### src/core/dfc_pkg.sv
package dfc_pkg;
	// apb map, byte addresses
	localparam int unsigned DFC_AW = 12;
	localparam logic [11:0] DFC_ADDR_CTRL = 12'h000;
	localparam logic [11:0] DFC_ADDR_SYNC = 12'h004;

	// feature control register layout
	localparam int unsigned DFC_CTRL_W = 16;
	localparam logic [15:0] DFC_CTRL_RESET = 16'h049c;
	localparam logic [15:0] DFC_CTRL_WMASK = 16'hff9f;
	localparam int unsigned DFC_B_AB_OFS = 15;
	localparam int unsigned DFC_B_CD_OFS = 14;
	localparam int unsigned DFC_B_AB_GP = 13;
	localparam int unsigned DFC_B_CD_GP = 12;
	localparam int unsigned DFC_B_RATE_HI = 11;
	localparam int unsigned DFC_B_RATE_LO = 8;
	localparam int unsigned DFC_B_FIFO = 7;
	localparam int unsigned DFC_B_ALM_OE = 4;
	localparam int unsigned DFC_B_ALM_POL = 3;
	localparam int unsigned DFC_B_DIV_SYNC = 2;
	localparam int unsigned DFC_B_AB_SINC = 1;
	localparam int unsigned DFC_B_CD_SINC = 0;

	// rate multiplier codes
	localparam logic [3:0] DFC_RATE_X1 = 4'h0;
	localparam logic [3:0] DFC_RATE_X2 = 4'h1;
	localparam logic [3:0] DFC_RATE_X4 = 4'h2;
	localparam logic [3:0] DFC_RATE_X8 = 4'h4;
	localparam logic [3:0] DFC_RATE_X16 = 4'h8;
	localparam logic [2:0] DFC_RATE_LOG2_RESET = 3'h3;

	// sync control register layout
	localparam int unsigned DFC_B_SYNC_SEEN = 0;
	localparam int unsigned DFC_B_SYNC_SW = 1;
	localparam int unsigned DFC_B_PHASE_LO = 4;
	localparam int unsigned DFC_DIV_W = 4;
	localparam logic [3:0] DFC_PHASE_RESET = 4'h0;

	typedef enum logic [1:0] {
		DFC_SYNC_SRC_PIN,
		DFC_SYNC_SRC_SOFT,
		DFC_SYNC_SRC_OFF
	} dfc_sync_src_t;
endpackage

### src/core/dfc_ctl_if.sv
`timescale 1ns/10ps
interface dfc_ctl_if;
	logic alarm_out_enable;
	logic alarm_polarity;
	logic clkdiv_sync_enable;

	modport ctl (
		output alarm_out_enable,
		output alarm_polarity,
		output clkdiv_sync_enable
	);
	modport sink (
		input alarm_out_enable,
		input alarm_polarity,
		input clkdiv_sync_enable
	);
endinterface

### src/core/dfc_alarm_pin.sv
`timescale 1ns/10ps
module dfc_alarm_pin (
	input wire logic pclk,
	input wire logic presetn,
	dfc_ctl_if.sink ctl,
	input wire logic fault_active,
	output logic alarm_o,
	output logic alarm_oe
);
	logic alarm_r;
	logic alarm_nxt;
	logic oe_r;
	logic oe_nxt;

	always_comb begin
		alarm_nxt = ctl.alarm_polarity ? fault_active : ~fault_active;
		oe_nxt = ctl.alarm_out_enable;
	end

	always_ff @(posedge pclk or negedge presetn) begin
		if (!presetn) begin
			alarm_r <= 1'b1;
			oe_r <= 1'b1;
		end else begin
			alarm_r <= alarm_nxt;
			oe_r <= oe_nxt;
		end
	end

	assign alarm_o = alarm_r;
	assign alarm_oe = oe_r;
endmodule // dfc_alarm_pin

### src/core/dfc_clkdiv_sync.sv
`timescale 1ns/10ps
module dfc_clkdiv_sync (
	input wire logic pclk,
	input wire logic presetn,
	dfc_ctl_if.sink ctl,
	input wire logic sync_pin,
	input wire logic soft_sync,
	input wire dfc_pkg::dfc_sync_src_t sync_src,
	output logic [3:0] div_en,
	output logic [3:0] phase,
	output logic sync_event
);
	logic s1_r;
	logic s2_r;
	logic s3_r;
	logic lvl_r;
	logic lvl_nxt;
	logic [3:0] cnt_r;
	logic [3:0] cnt_nxt;
	logic [3:0] en_r;
	logic [3:0] en_nxt;
	logic ev_r;
	logic ev_nxt;
	logic pin_rise;

	always_comb begin
		lvl_nxt = (s2_r == s3_r) ? s3_r : lvl_r;
		pin_rise = lvl_nxt & ~lvl_r;
		ev_nxt = 1'b0;
		if (sync_src == dfc_pkg::DFC_SYNC_SRC_PIN) begin
			ev_nxt = pin_rise;
		end else if (sync_src == dfc_pkg::DFC_SYNC_SRC_SOFT) begin
			ev_nxt = soft_sync;
		end
		ev_nxt = ev_nxt & ctl.clkdiv_sync_enable;
		// restart all divided rates from a common phase
		cnt_nxt = ev_nxt ? dfc_pkg::DFC_PHASE_RESET : cnt_r + 4'h1;
		en_nxt[0] = cnt_nxt[0];
		en_nxt[1] = &cnt_nxt[1:0];
		en_nxt[2] = &cnt_nxt[2:0];
		en_nxt[3] = &cnt_nxt[3:0];
	end

	always_ff @(posedge pclk or negedge presetn) begin
		if (!presetn) begin
			s1_r <= 1'b0;
			s2_r <= 1'b0;
			s3_r <= 1'b0;
			lvl_r <= 1'b0;
			cnt_r <= dfc_pkg::DFC_PHASE_RESET;
			en_r <= 4'h0;
			ev_r <= 1'b0;
		end else begin
			s1_r <= sync_pin;
			s2_r <= s1_r;
			s3_r <= s2_r;
			lvl_r <= lvl_nxt;
			cnt_r <= cnt_nxt;
			en_r <= en_nxt;
			ev_r <= ev_nxt;
		end
	end

	assign div_en = en_r;
	assign phase = cnt_r;
	assign sync_event = ev_r;
endmodule // dfc_clkdiv_sync

### src/core/dfc_feature_ctrl.sv
// The APB slave port was decided locally.
`timescale 1ns/10ps
// Contract
// - bit 15 enables pair ab offset correction
// - bit 14 enables pair cd offset correction
// - bit 13 enables pair ab gain/phase correction
// - bit 12 enables pair cd gain/phase correction
// - bits 11:8 select interpolation, reset 8x
// - bit 7 routes samples through fifo
// - bit 4 drives fault pin, else high-z
// - bit 3 selects fault pin polarity
// - sync enable realigns divided clocks on sync
// - bit 1 enables pair ab inverse sinc
// - bit 0 enables pair cd inverse sinc
// - bits 6:5 reserved, zero, no effect
module dfc_feature_ctrl (
	input wire logic pclk,
	input wire logic presetn,
	input wire logic psel,
	input wire logic penable,
	input wire logic pwrite,
	input wire logic [11:0] paddr,
	input wire logic [31:0] pwdata,
	input wire logic [3:0] pstrb,
	output logic [31:0] prdata,
	output logic pready,
	output logic pslverr,
	input wire logic fault_active,
	input wire logic sync_pin,
	input wire dfc_pkg::dfc_sync_src_t sync_src,
	output logic pair_ab_offset_corr_enable,
	output logic pair_cd_offset_corr_enable,
	output logic pair_ab_gain_phase_enable,
	output logic pair_cd_gain_phase_enable,
	output logic [3:0] rate_code,
	output logic [2:0] rate_log2,
	output logic fifo_enable,
	output logic pair_ab_sinc_comp_enable,
	output logic pair_cd_sinc_comp_enable,
	output logic alarm_o,
	output logic alarm_oe,
	output logic [3:0] div_en,
	output logic sync_event
);
	logic [15:0] ctrl_r;
	logic [15:0] ctrl_nxt;
	logic [2:0] log2_r;
	logic [2:0] log2_nxt;
	logic seen_r;
	logic seen_nxt;
	logic soft_r;
	logic soft_nxt;
	logic [31:0] rdata_r;
	logic [31:0] rdata_nxt;
	logic err_r;
	logic err_nxt;
	logic setup;
	logic wr_ctrl;
	logic wr_sync;
	logic [15:0] wdata;
	logic [15:0] lane_mask;
	logic [3:0] new_rate;
	logic rate_ok;
	logic [3:0] phase;
	logic sync_ev;

	dfc_ctl_if ctl_bus ();

	assign setup = psel & ~penable;
	assign wr_ctrl = psel & penable & pwrite & (paddr == dfc_pkg::DFC_ADDR_CTRL);
	assign wr_sync = psel & penable & pwrite & (paddr == dfc_pkg::DFC_ADDR_SYNC);
	assign lane_mask = {{8{pstrb[1]}}, {8{pstrb[0]}}};

	// write path: byte lanes, reserved bits forced to zero, illegal rate kept
	always_comb begin
		wdata = (pwdata[15:0] & lane_mask) | (ctrl_r & ~lane_mask);
		new_rate = wdata[dfc_pkg::DFC_B_RATE_HI:dfc_pkg::DFC_B_RATE_LO];
		rate_ok = 1'b1;
		log2_nxt = log2_r;
		case (new_rate)
			dfc_pkg::DFC_RATE_X1: log2_nxt = 3'h0;
			dfc_pkg::DFC_RATE_X2: log2_nxt = 3'h1;
			dfc_pkg::DFC_RATE_X4: log2_nxt = 3'h2;
			dfc_pkg::DFC_RATE_X8: log2_nxt = 3'h3;
			dfc_pkg::DFC_RATE_X16: log2_nxt = 3'h4;
			default: rate_ok = 1'b0;
		endcase
		if (!rate_ok) begin
			wdata[dfc_pkg::DFC_B_RATE_HI:dfc_pkg::DFC_B_RATE_LO] =
				ctrl_r[dfc_pkg::DFC_B_RATE_HI:dfc_pkg::DFC_B_RATE_LO];
		end
		ctrl_nxt = ctrl_r;
		if (wr_ctrl) begin
			ctrl_nxt = wdata & dfc_pkg::DFC_CTRL_WMASK;
		end else begin
			log2_nxt = log2_r;
		end
	end

	// sync status: set by a sync event wins over a write-one clear
	always_comb begin
		seen_nxt = seen_r;
		soft_nxt = 1'b0;
		if (wr_sync && pstrb[0]) begin
			if (pwdata[dfc_pkg::DFC_B_SYNC_SEEN]) begin
				seen_nxt = 1'b0;
			end
			soft_nxt = pwdata[dfc_pkg::DFC_B_SYNC_SW];
		end
		if (sync_ev) begin
			seen_nxt = 1'b1;
		end
	end

	// read data and error are prepared in the setup cycle
	always_comb begin
		rdata_nxt = rdata_r;
		err_nxt = err_r;
		if (setup) begin
			rdata_nxt = 32'h0000_0000;
			err_nxt = 1'b0;
			if (paddr == dfc_pkg::DFC_ADDR_CTRL) begin
				rdata_nxt[15:0] = ctrl_r;
			end else if (paddr == dfc_pkg::DFC_ADDR_SYNC) begin
				rdata_nxt[dfc_pkg::DFC_B_SYNC_SEEN] = seen_r;
				rdata_nxt[dfc_pkg::DFC_B_PHASE_LO +: 4] = phase;
			end else begin
				err_nxt = 1'b1;
			end
		end
	end

	always_ff @(posedge pclk or negedge presetn) begin
		if (!presetn) begin
			ctrl_r <= dfc_pkg::DFC_CTRL_RESET;
			log2_r <= dfc_pkg::DFC_RATE_LOG2_RESET;
			seen_r <= 1'b0;
			soft_r <= 1'b0;
			rdata_r <= 32'h0000_0000;
			err_r <= 1'b0;
		end else begin
			ctrl_r <= ctrl_nxt;
			log2_r <= log2_nxt;
			seen_r <= seen_nxt;
			soft_r <= soft_nxt;
			rdata_r <= rdata_nxt;
			err_r <= err_nxt;
		end
	end

	assign pready = 1'b1;
	assign prdata = rdata_r;
	assign pslverr = err_r & psel & penable;

	assign ctl_bus.alarm_out_enable = ctrl_r[dfc_pkg::DFC_B_ALM_OE];
	assign ctl_bus.alarm_polarity = ctrl_r[dfc_pkg::DFC_B_ALM_POL];
	assign ctl_bus.clkdiv_sync_enable = ctrl_r[dfc_pkg::DFC_B_DIV_SYNC];

	dfc_alarm_pin u_alarm (
		.pclk(pclk),
		.presetn(presetn),
		.ctl(ctl_bus.sink),
		.fault_active(fault_active),
		.alarm_o(alarm_o),
		.alarm_oe(alarm_oe)
	);

	dfc_clkdiv_sync u_sync (
		.pclk(pclk),
		.presetn(presetn),
		.ctl(ctl_bus.sink),
		.sync_pin(sync_pin),
		.soft_sync(soft_r),
		.sync_src(sync_src),
		.div_en(div_en),
		.phase(phase),
		.sync_event(sync_ev)
	);

	assign sync_event = sync_ev;
	assign pair_ab_offset_corr_enable = ctrl_r[dfc_pkg::DFC_B_AB_OFS];
	assign pair_cd_offset_corr_enable = ctrl_r[dfc_pkg::DFC_B_CD_OFS];
	assign pair_ab_gain_phase_enable = ctrl_r[dfc_pkg::DFC_B_AB_GP];
	assign pair_cd_gain_phase_enable = ctrl_r[dfc_pkg::DFC_B_CD_GP];
	assign rate_code = ctrl_r[dfc_pkg::DFC_B_RATE_HI:dfc_pkg::DFC_B_RATE_LO];
	assign rate_log2 = log2_r;
	assign fifo_enable = ctrl_r[dfc_pkg::DFC_B_FIFO];
	assign pair_ab_sinc_comp_enable = ctrl_r[dfc_pkg::DFC_B_AB_SINC];
	assign pair_cd_sinc_comp_enable = ctrl_r[dfc_pkg::DFC_B_CD_SINC];
endmodule // dfc_feature_ctrl

### config.mk
export PLATFORM = sky130hd
export DESIGN_NAME = dfc_feature_ctrl
export DESIGN_NICKNAME = d
export VERILOG_FILES = /design/src/core/dfc_pkg.sv /design/src/core/dfc_ctl_if.sv /design/src/core/dfc_alarm_pin.sv /design/src/core/dfc_clkdiv_sync.sv /design/src/core/dfc_feature_ctrl.sv
export SDC_FILE = /design/constraint.sdc
export NUM_CORES = 1
export LEC_CHECK = 0
export BUFFER_PORTS_ARGS = -buffer_cell sky130_fd_sc_hd__buf_2
export CELL_PAD_IN_SITES_DETAIL_PLACEMENT = 1
export CELL_PAD_IN_SITES_GLOBAL_PLACEMENT = 1
export CORE_MARGIN = 3
export CORE_UTILIZATION = 37
export CTS_CLUSTER_DIAMETER = 50
export DETAILED_ROUTE_END_ITERATION = 10
export GPL_ROUTABILITY_DRIVEN = 1
export HOLD_SLACK_MARGIN = 0.03
export MAX_ROUTING_LAYER = met4
export PLACE_DENSITY_LB_ADDON = 0.05
export REMOVE_ABC_BUFFERS = 1
export SYNTH_ARGS = -nofsm -noshare
export SYNTH_HDL_FRONTEND = slang
export SYNTH_SLANG_ARGS = --single-unit
### constraint.sdc
create_clock -name pclk -period 2.2 [get_ports pclk]
set_input_delay 0.44 -clock pclk [delete_from_list [all_inputs] [get_ports pclk]]
set_output_delay 0.44 -clock pclk [all_outputs]
set_load 0.02 [all_outputs]
======== After elaboration in Yosys (flattened, before gate mapping) ========
Index checks and enable logic that the tools add are counted.
operators by class
  bitwise logic cells ..................... 16
  equality and inequality tests ........... 7
  add/subtract/negate cells ............... 1
  multiplexer cells ....................... 19
  reductions and logical operators ........ 14
operator list
  kind                 number
  $and 16x16->16       2
  $not 16->16          1
  $or 16x16->16        1
  $pmux 3 s5           1
  $mux 1               13
  $eq 12x3->1 const B  1
  $logic_not 12->1     1
  $mux 4               3
  $and 1x1->1          9
  $mux 8               1
  $reduce_and 2->1     4
  $reduce_bool 5->1    1
  $reduce_or 5->1      1
  $add 4x1->4 const B  1
  $eq 4x1->1 const B   1
  $eq 4x2->1 const B   1
  $eq 4x3->1 const B   1
  $eq 4x4->1 const B   1
  $logic_not 4->1      1
  $reduce_and 4->1     1
  $reduce_bool 2->1    2
  $mux 3               1
  $not 1->1            3
  $reduce_and 3->1     1
  other kinds (4)      4
storage, ports and cells
  register bits after elaboration ......... 51
  output and inout bits ................... 55
  bits of input ports ..................... 57
  word-level logic and storage cells ...... 73

======== Logic depth before layout (Yosys ltp) ========
Gate-level depths: netlist of run 1.
  depth after elaboration ................. 7
  mapped depth ............................ 6
  gate-level depth less buffers ........... 4

======== Modules after synthesis ========
From an unflattened synthesis of run 1, not the netlist that was laid out.
unflattened totals
  cells, all modules ...................... 191
  area total of the unflattened synthesis .. 2,316.0 µm²
modules (own cells, without submodules)
  module            area each (µm²)  sequential area each (µm²)  cells an instance  times used
  dfc_feature_ctrl  1,793.0          909.6                       157                1
  dfc_clkdiv_sync   461.7            300.3                       31                 1
  dfc_alarm_pin     61.3             52.6                        3                  1

======== Worst setup path before layout of run 1 ========
Ideal clock, no wire load.
  path type ............................... input -> register
  start ................................... input port paddr[7]
  end ..................................... register with a tool-made name
  data required time ...................... 2,075 ps
  setup time .............................. 125 ps
  stages .................................. 5
  path slack .............................. 574 ps
  arrival ................................. 1,501 ps
  path buffers ............................ 1
  cells stage by stage .................... nor4_2 -> and3_1 -> buf_6 -> nand3b_4 -> mux2_4
RTL lines
  item                RTL line                text
  start: declaration  dfc_feature_ctrl.sv:22  input wire logic [11:0] paddr,

==> results of run 1 <==
## layout by cell type, fill, tap and decap left out, drive strengths merged, types with 2 or more instances in the layout
cell type | synthesis | routed
a21oi | 5 | 5
mux2 | 14 | 14
xnor2 | 2 | 2
dfrtp | 41 | 41
nand4 | 2 | 2
and4 | 4 | 4
nand2b | 2 | 2
conb | 2 | 17
mux2i | 5 | 5
a21o | 3 | 3
a22o | 11 | 11
a31oi | 5 | 5
nand2 | 9 | 9
nand3 | 6 | 6
and3 | 4 | 4
o21ai | 5 | 5
nor4 | 2 | 2
o31ai | 3 | 3
clkbuf | 3 | 7
dfstp | 9 | 9
nor2 | 6 | 6
buf | 23 | 80
nor2b | 2 | 2
nor3 | 2 | 2
## per-stage QoR
step | hold slack [ns] | area (sq um)
floorplan | 0.1444 | 2177
global placement | 0.3323 | 2699
detailed placement | 0.3491 | 2699
CTS | 0.1121 | 2783
global route | 0.1195 | 2783
finish | 0.1008 | 2783
## per-layer routing
layer / routed length, microns / part of all wire (%) / up-vias
li1: - / - / 785
met1: 2431 / 47 / 830
met2: 2356 / 46 / 58
met3: 311 / 6.0 / 5
met4: 59 / 1.1 / 0
met5: 0 / 0 / -
## power by group through the flow
| stage | sequential, uW | clock (uW) | combinational, uW |
|---|---|---|---|
| 3_5_place_dp | 981 | 0 | 209 |
| 2_1_floorplan | 988 | 0 | 98.2 |
| 4_1_cts | 964 | 546 | 210 |
| 5_1_grt | 966 | 595 | 230 |
| 3_3_place_gp | 980 | 0 | 206 |
| 6_report | 963 | 523 | 206 |
## area by class of cell
cell class              instances  area (sq um)  area share [%]
clock buffers                   7         76.32           2.743
clock inverters                 1         7.507          0.2698
inverters                       1         3.754          0.1349
multi-input cells             122         910.9           32.73
flip-flops and latches         50          1262           45.37
well taps                      75         93.84           3.372
repair buffers                 80         427.9           15.38
## logic make-up after synthesis
family	Yosys count	synth area share [%]
muxes	19	9.979
AOI/OAI and AO/OA	37	11.55
and+or+nand+nor	44	13.07
adders and majority gates	2	0.9761
xor gates and xnor gates	3	1.139
buffers and inverters	27	8.243
other	2	0.3255
DFF	50	54.72
## final timing paths
path | end | startpoint | cells past startpoint
max | flip-flop | paddr[7] | 5
max in group asynchronous | asynchronous set/reset pin | presetn | 2
min reg2reg | u_sync.s2_r | u_sync.s1_r | 0
min | prdata[15] | presetn | 1
max reg2reg | ctrl_r[9] | ctrl_r[8] | 3
min in group pclk | u_sync.s1_r | sync_pin | 1
==> summary.md, run 1 <==
| Metric | Value |
|---|---|
| CP delay by family, top | simple AND/OR/NAND/NOR gates |
| Drt pass-1 iters | 4 |
| Buf+Inv Stages, Crit Path | 1 |
| Max FO, Critical Path | 6 |
| Yosys warns | 0 |
| Met1 Use GR | 21.34% |
| HP Class | in2async |
| Vias in the first global route | 1706 |
| Worst slack, placed | 0.2311 ns |
| Initial Utilization | 38.51% |
| GRT met3 Usage | 3.398% |
| PostCTS Resize Cnt | 0 |
| Filler cells | 688 |
| GRT Max-Usage Layer | met2 |
| Psw | 453.8 uW |
| Post-Syn Area | 2307 sq um |
| Row count | 28 |
| Max incr delay on CP | 0.39 ns |
| Switch share | 26.82% |
| Antenna violations before repair | 0 |
| Slew Viols, Final | 0 |
| H-tree levels | 2 |
| Unrepaired setup endpoints after global routing | false |
| DRT iter0 DRCs | 47 |
| Overall Global Routing Usage | 15.34% |
| Die Ht | 84.97 microns |
| Sequential power share | 56.9% |
| Post-layout util | 46.45% |
| Slew @ Worst Pin | 0.6030 ns |
| Leakage | 0.001485 uW |
| Seq cells post-synth | 50 |
| Vias | 1678 |
| Largest area contributor in the netlist | dfrtp_1 |
| Final WS setup | 0.5788 ns |
| Hold-fix buffers at CTS | 0 |
| Via/cell ratio | 4.994 |
| Clock Power Share | 30.9% |
| Reg2Reg Setup Slack | 0.77 ns |
| Crit path capture type | flip-flop |
| Total Wirelength | 5.158 mm |
| Skew final | 0.006564 ns |
| Die boundary width | 84.97 microns |
| Power per Cell Area | 608.1 nW/um^2 |
| Number of synthesized flops with an enable pin | 0 |
| GP Congestion | 0.7155 |
| Max frequency | 0.6168 GHz |
| Final Hold Viols | 0 |
| Post-CTS setup buffers | 0 |
| Grt ovf | 0 |
| Max-Cap Viols | 0 |
| Synth unique cells | 46 |
| First-pass GRT wire length | 8.659 mm |
| ANT cells | 0 |
| Setup CP Type | in2reg |
| Die area | 7219 sq um |
| I/O Buffers | 74 |
| Final nets | 318 |
| Synth area leaders | dfrtp_1 44%, dfstp_2 10%, buf_4 6.2%, a22o_1 4.2%, mux2_2 3.9% |
| Minimum clock period | 1.621 ns |
| Max-slew headroom | 58.65% |
| Setup TNS | 0 ns |
| Clock buffer count from CTS | 5 |
| Worst skew pair latency | 0.30 ns |
| Most instantiated cells after synthesis | 41 x dfrtp_1, 19 x buf_4, 11 x a22o_1 |
| HPWL Detailed | 3.914 mm |
| CP startpoint kind | input pin |
| Status | finished clean |
| Clock buffer depth | 2 |
| Int Pwr | 1238 uW |
| Endpoints failing setup | 0 |
| Final routed DRC violation total | 0 |
| Layout area overhead | 20.61% |
| Sequential share of the synthesized area | 54.72% |
| Most common cell in the netlist | dfrtp_1 |
| Synthesized area per cell | 12.54 sq um |
| Io pins | 112 |
| Worst path arrival time | 1.81 ns |
| Clock Sinks | 50 |
| Maximum vdd drop | 0.0002693 V |
| Share of layout cells above drive strength 1 | 46.36% |
| Async set-reset flop share out of synthesis | 100.0% |
| Routed Antenna Nets | 0 |
| Tot Pwr | 1692 uW |
| Req. time, crit path | 2.39 ns |
| Comb power frac | 12.2% |
| Area of the core | 5991 sq um |
| CP cell instances | buf_2, nor4_2, and3_1, nand3b_4, mux2_4 |
| Met2 GRT Util | 22.81% |
| Non-Filler Instances | 336 |
| Root Driver | clkbuf_8 |
| Wirelength per Cell | 15.35 microns |
| Ys flop type | dfrtp_1 |
| Largest net degree at the start of global routing | 31 |
| Placed instance count | 328 |
| Post-Synthesis Cells | 184 |
| Clk slew on worst S/H paths | 0.09 ns |
| Top cell type's share of synthesized area | 44.47% |
| CTS tree | built |
| Fin crit share | 73.69% |
| Critical-path top delay cell | and3_1 |
Note: power is estimated with default switching activity, not from simulation.
==> run 2: changes to the inputs <==
--- a/config.mk
+++ b/config.mk
@@ -5,11 +5,12 @@
 export SDC_FILE = /design/constraint.sdc
 export NUM_CORES = 1
 export LEC_CHECK = 0
+export ABC_AREA = 1
 export BUFFER_PORTS_ARGS = -buffer_cell sky130_fd_sc_hd__buf_2
 export CELL_PAD_IN_SITES_DETAIL_PLACEMENT = 1
 export CELL_PAD_IN_SITES_GLOBAL_PLACEMENT = 1
 export CORE_MARGIN = 3
-export CORE_UTILIZATION = 37
+export CORE_UTILIZATION = 34
 export CTS_CLUSTER_DIAMETER = 50
 export DETAILED_ROUTE_END_ITERATION = 10
 export GPL_ROUTABILITY_DRIVEN = 1
==> constraint.sdc (replaced) <==
create_clock -name pclk -period 1.7 [get_ports pclk]
set_input_delay 0.34 -clock pclk [delete_from_list [all_inputs] [get_ports pclk]]
set_output_delay 0.34 -clock pclk [all_outputs]
set_load 0.02 [all_outputs]
==> run 2 against run 1 <==
Net effect:
- critical path depth is 4 higher
- die area up 18%
- highest routed layer unchanged
- count of clock-buffer cells in the layout down 2
- routed wire length rose by 13%
- global-route usage decreased by 0.88 points
==> summary.md, run 2 <==
| Metric | Value |
|---|---|
| Crit path capture type | flip-flop |
| Grt ovf | 0 |
| CP startpoint kind | flip-flop |
| Die boundary width | 92.16 microns |
| Max incr delay on CP | 0.56 ns |
| Worst R2R Start | ctrl_r[10] |
| Power per Cell Area | 823.0 nW/um^2 |
| Layout area overhead | 21.37% |
| Max-slew headroom | 63.29% |
| Minimum clock period | 1.381 ns |
| Die area | 8493 sq um |
| Post-Syn Area | 2524 sq um |
| Sequential share of the synthesized area | 50.02% |
| CTS tree | built |
| Max-Cap Viols | 0 |
| Worst path most repeated cell | nand2_1 |
| Routed Antenna Nets | 0 |
| Clk slew on worst S/H paths | 0.10 ns |
| Drt pass-1 iters | 4 |
| Fin crit share | 81.24% |
| Final routed DRC violation total | 0 |
| I/O Buffers | 74 |
| Levels on crit path | 9 |
| Max FO, Critical Path | 7 |
| Non-Filler Instances | 458 |
| Final Hold Viols | 0 |
| Critical-path top delay cell | dfstp_2 |
| Number of synthesized flops with an enable pin | 0 |
| Seq cells post-synth | 50 |
| Via/cell ratio | 4.356 |
| Hold endpoint | u_sync.s1_r |
| Filler cells | 885 |
| Placed instance count | 449 |
| Worst skew pair latency | 0.30 ns |
| Most common cell in the netlist | nand2_1 |
| Register area | 1262 sq um |
| Reg2reg path depth | 9 |
| Skew final | 0.008194 ns |
| Vias in the first global route | 2031 |
| Wirelength per Cell | 12.73 microns |
| Req. time, crit path | 1.90 ns |
| Die Ht | 92.16 microns |
| Share of layout cells above drive strength 1 | 33.70% |
| Worst R2R End | ctrl_r[8] |
| Startpoint of the worst hold path | sync_pin |
| Async set-reset flop share out of synthesis | 100.0% |
| Reg2Reg Setup Slack | 0.32 ns |
| Clock Sinks | 50 |
| Largest net degree at the start of global routing | 51 |
| Commonest non-fill, non-tap cell in the layout | nand2_1 |
| PostCTS Resize Cnt | 0 |
| CP cell instances | nand2_1, nand2_2, nand2_1, nand2_1, nand2_2, nand3_4, nand2_4, nand2_1, nand2_1 |
| DP Area | 2939 sq um |
| Clock buffer count from CTS | 5 |
| Row count | 30 |
| CP delay by family, top | simple AND/OR/NAND/NOR gates |
| GP Congestion | 0.7294 |
| Synth unique cells | 36 |
| Area of the core | 6982 sq um |
| Slew Viols, Final | 0 |
| Synth area leaders | dfrtp_1 41%, nand2_1 13%, dfstp_2 9.4%, buf_4 5.4%, o31ai_2 5.0% |
| First-pass GRT wire length | 9.618 mm |
| Antenna violations before repair | 0 |
| H-tree levels | 2 |
| Most instantiated cells after synthesis | 88 x nand2_1, 41 x dfrtp_1, 33 x inv_1 |
| Design area | 3063 sq um |
| Yosys warns | 0 |
| DRT iter0 DRCs | 37 |
| Leakage | 0.001705 uW |
| Hold depth | 1 |
| Worst slack, placed | 0.06841 ns |
| Multi-input logic area | 1011 sq um |
| Slew @ Worst Pin | 0.5499 ns |
| Worst path arrival time | 1.58 ns |
| Post-Synthesis Cells | 283 |
| Max frequency | 0.7241 GHz |
| Io pins | 112 |
| Setup TNS | 0 ns |
| Root Driver | clkbuf_8 |
| Most frequent cells in the layout | 88 x nand2_1, 74 x buf_2, 41 x dfrtp_1 |
| HP Class | in2reg |
| Setup CP Type | reg2reg |
| Post-CTS setup buffers | 0 |
| Status | finished clean |
| ANT cells | 0 |
| Top cell type's share of synthesized area | 40.65% |
| Final nets | 419 |
| Buf+Inv Stages, Crit Path | 0 |
| Total Wirelength | 5.832 mm |
| HPWL Detailed | 4.560 mm |
| Ys flop type | dfrtp_1 |
| Clock buffer depth | 2 |
| Final WS setup | 0.3189 ns |
| Unrepaired setup endpoints after global routing | false |
| Endpoints failing setup | 0 |
| Vias | 1995 |
| Largest area contributor in the netlist | dfrtp_1 |
| Overall Global Routing Usage | 14.46% |
| Initial Utilization | 36.15% |
| Maximum vdd drop | 0.0004360 V |
| Synthesized area per cell | 8.918 sq um |
-- run 2: changes by cell type after synthesis, moves of 10 or more --
cell	previous run	this run
nand2_1	9	88
inv_1	1	33
nand3_1	5	20
a22o_1	11	0
nor2_1	5	16
o31ai_2	0	10
-- run 2: final cells by class --
class                           instances  share of cell area, %
Inverter                               36                  4.575
Timing Repair Buffer                   78                  13.56
Tap cell                               96                  3.922
Multi-Input combinational cell        190                  33.01
Clock inverter                          3                  1.471
Clock buffer                            5                  2.247
Sequential cell                        50                  41.22
-- run 2: how the worst max path moves through the flow --
| stage | to | start | slack (ns) |
|---|---|---|---|
| 3_3_place_gp | prdata[15] | paddr[11] | 0.13 |
| 3_5_place_dp | prdata[15] | paddr[11] | 0.07 |
| 5_1_grt | ctrl_r[9] | ctrl_r[8] | 0.20 |
| 6_report | ctrl_r[8] | ctrl_r[10] | 0.32 |
| 4_1_cts | rate_log2[2] | ctrl_r[10] | 0.29 |
| 2_1_floorplan | ctrl_r[9] | ctrl_r[10] | 0.39 |
-- run 2: power by group --
part           switching [uW]  internal (uW)
clock network             401            438
registers                40.0           1250
logic                     257            129
-- run 2: worst register-to-register path, stage by stage (launching register included) --
cell and delay [ns]:
dfstp_2 0.56, nand2_1 0.07, nand2_2 0.10, nand2_1 0.06, nand2_1 0.10, nand2_2 0.08
nand3_4 0.10, nand2_4 0.09, nand2_1 0.07, nand2_1 0.05
-- run 2: logic make-up (layout without fill, tap and decap cells) --
logic type | after synthesis | in the layout | share of synthesized area [%]
AOI/OAI and AO/OA | 24 | 24 | 8.131
xor gates and xnor gates | 3 | 3 | 1.041
adders and majority gates | 2 | 2 | 0.8924
buffers and inverters | 58 | 122 | 12.15
DFF | 50 | 50 | 50.02
other | 2 | 17 | 0.2976
and+or+nand+nor | 144 | 144 | 27.47
-- run 2: layer usage --
layer  vias to the layer above  routed length [microns]  global-route usage (%)
li1                       1008                        -                       -
met1                       928                     2629                   18.27
met2                        55                     2803                   24.03
met3                         4                      353                   2.871
met4                         0                       44                   3.342
met5                         -                        0                       -
-- run 2: timing repair --
item,4_1_cts,5_1_grt
hold buffers,1,0
endpoints found under the hold margin,24,0
endpoints found under the setup margin,0,0
-- run 2: through the flow --
stage	power (uW)	util, %	hold WS [ns]
after floorplan	1552	-	0.04441
after global placement	1702	42.10	0.3339
after detailed placement	1709	42.10	0.3373
after CTS	2572	43.87	0.1402
after global routing	2679	43.87	0.1391
final	2521	43.87	0.1482
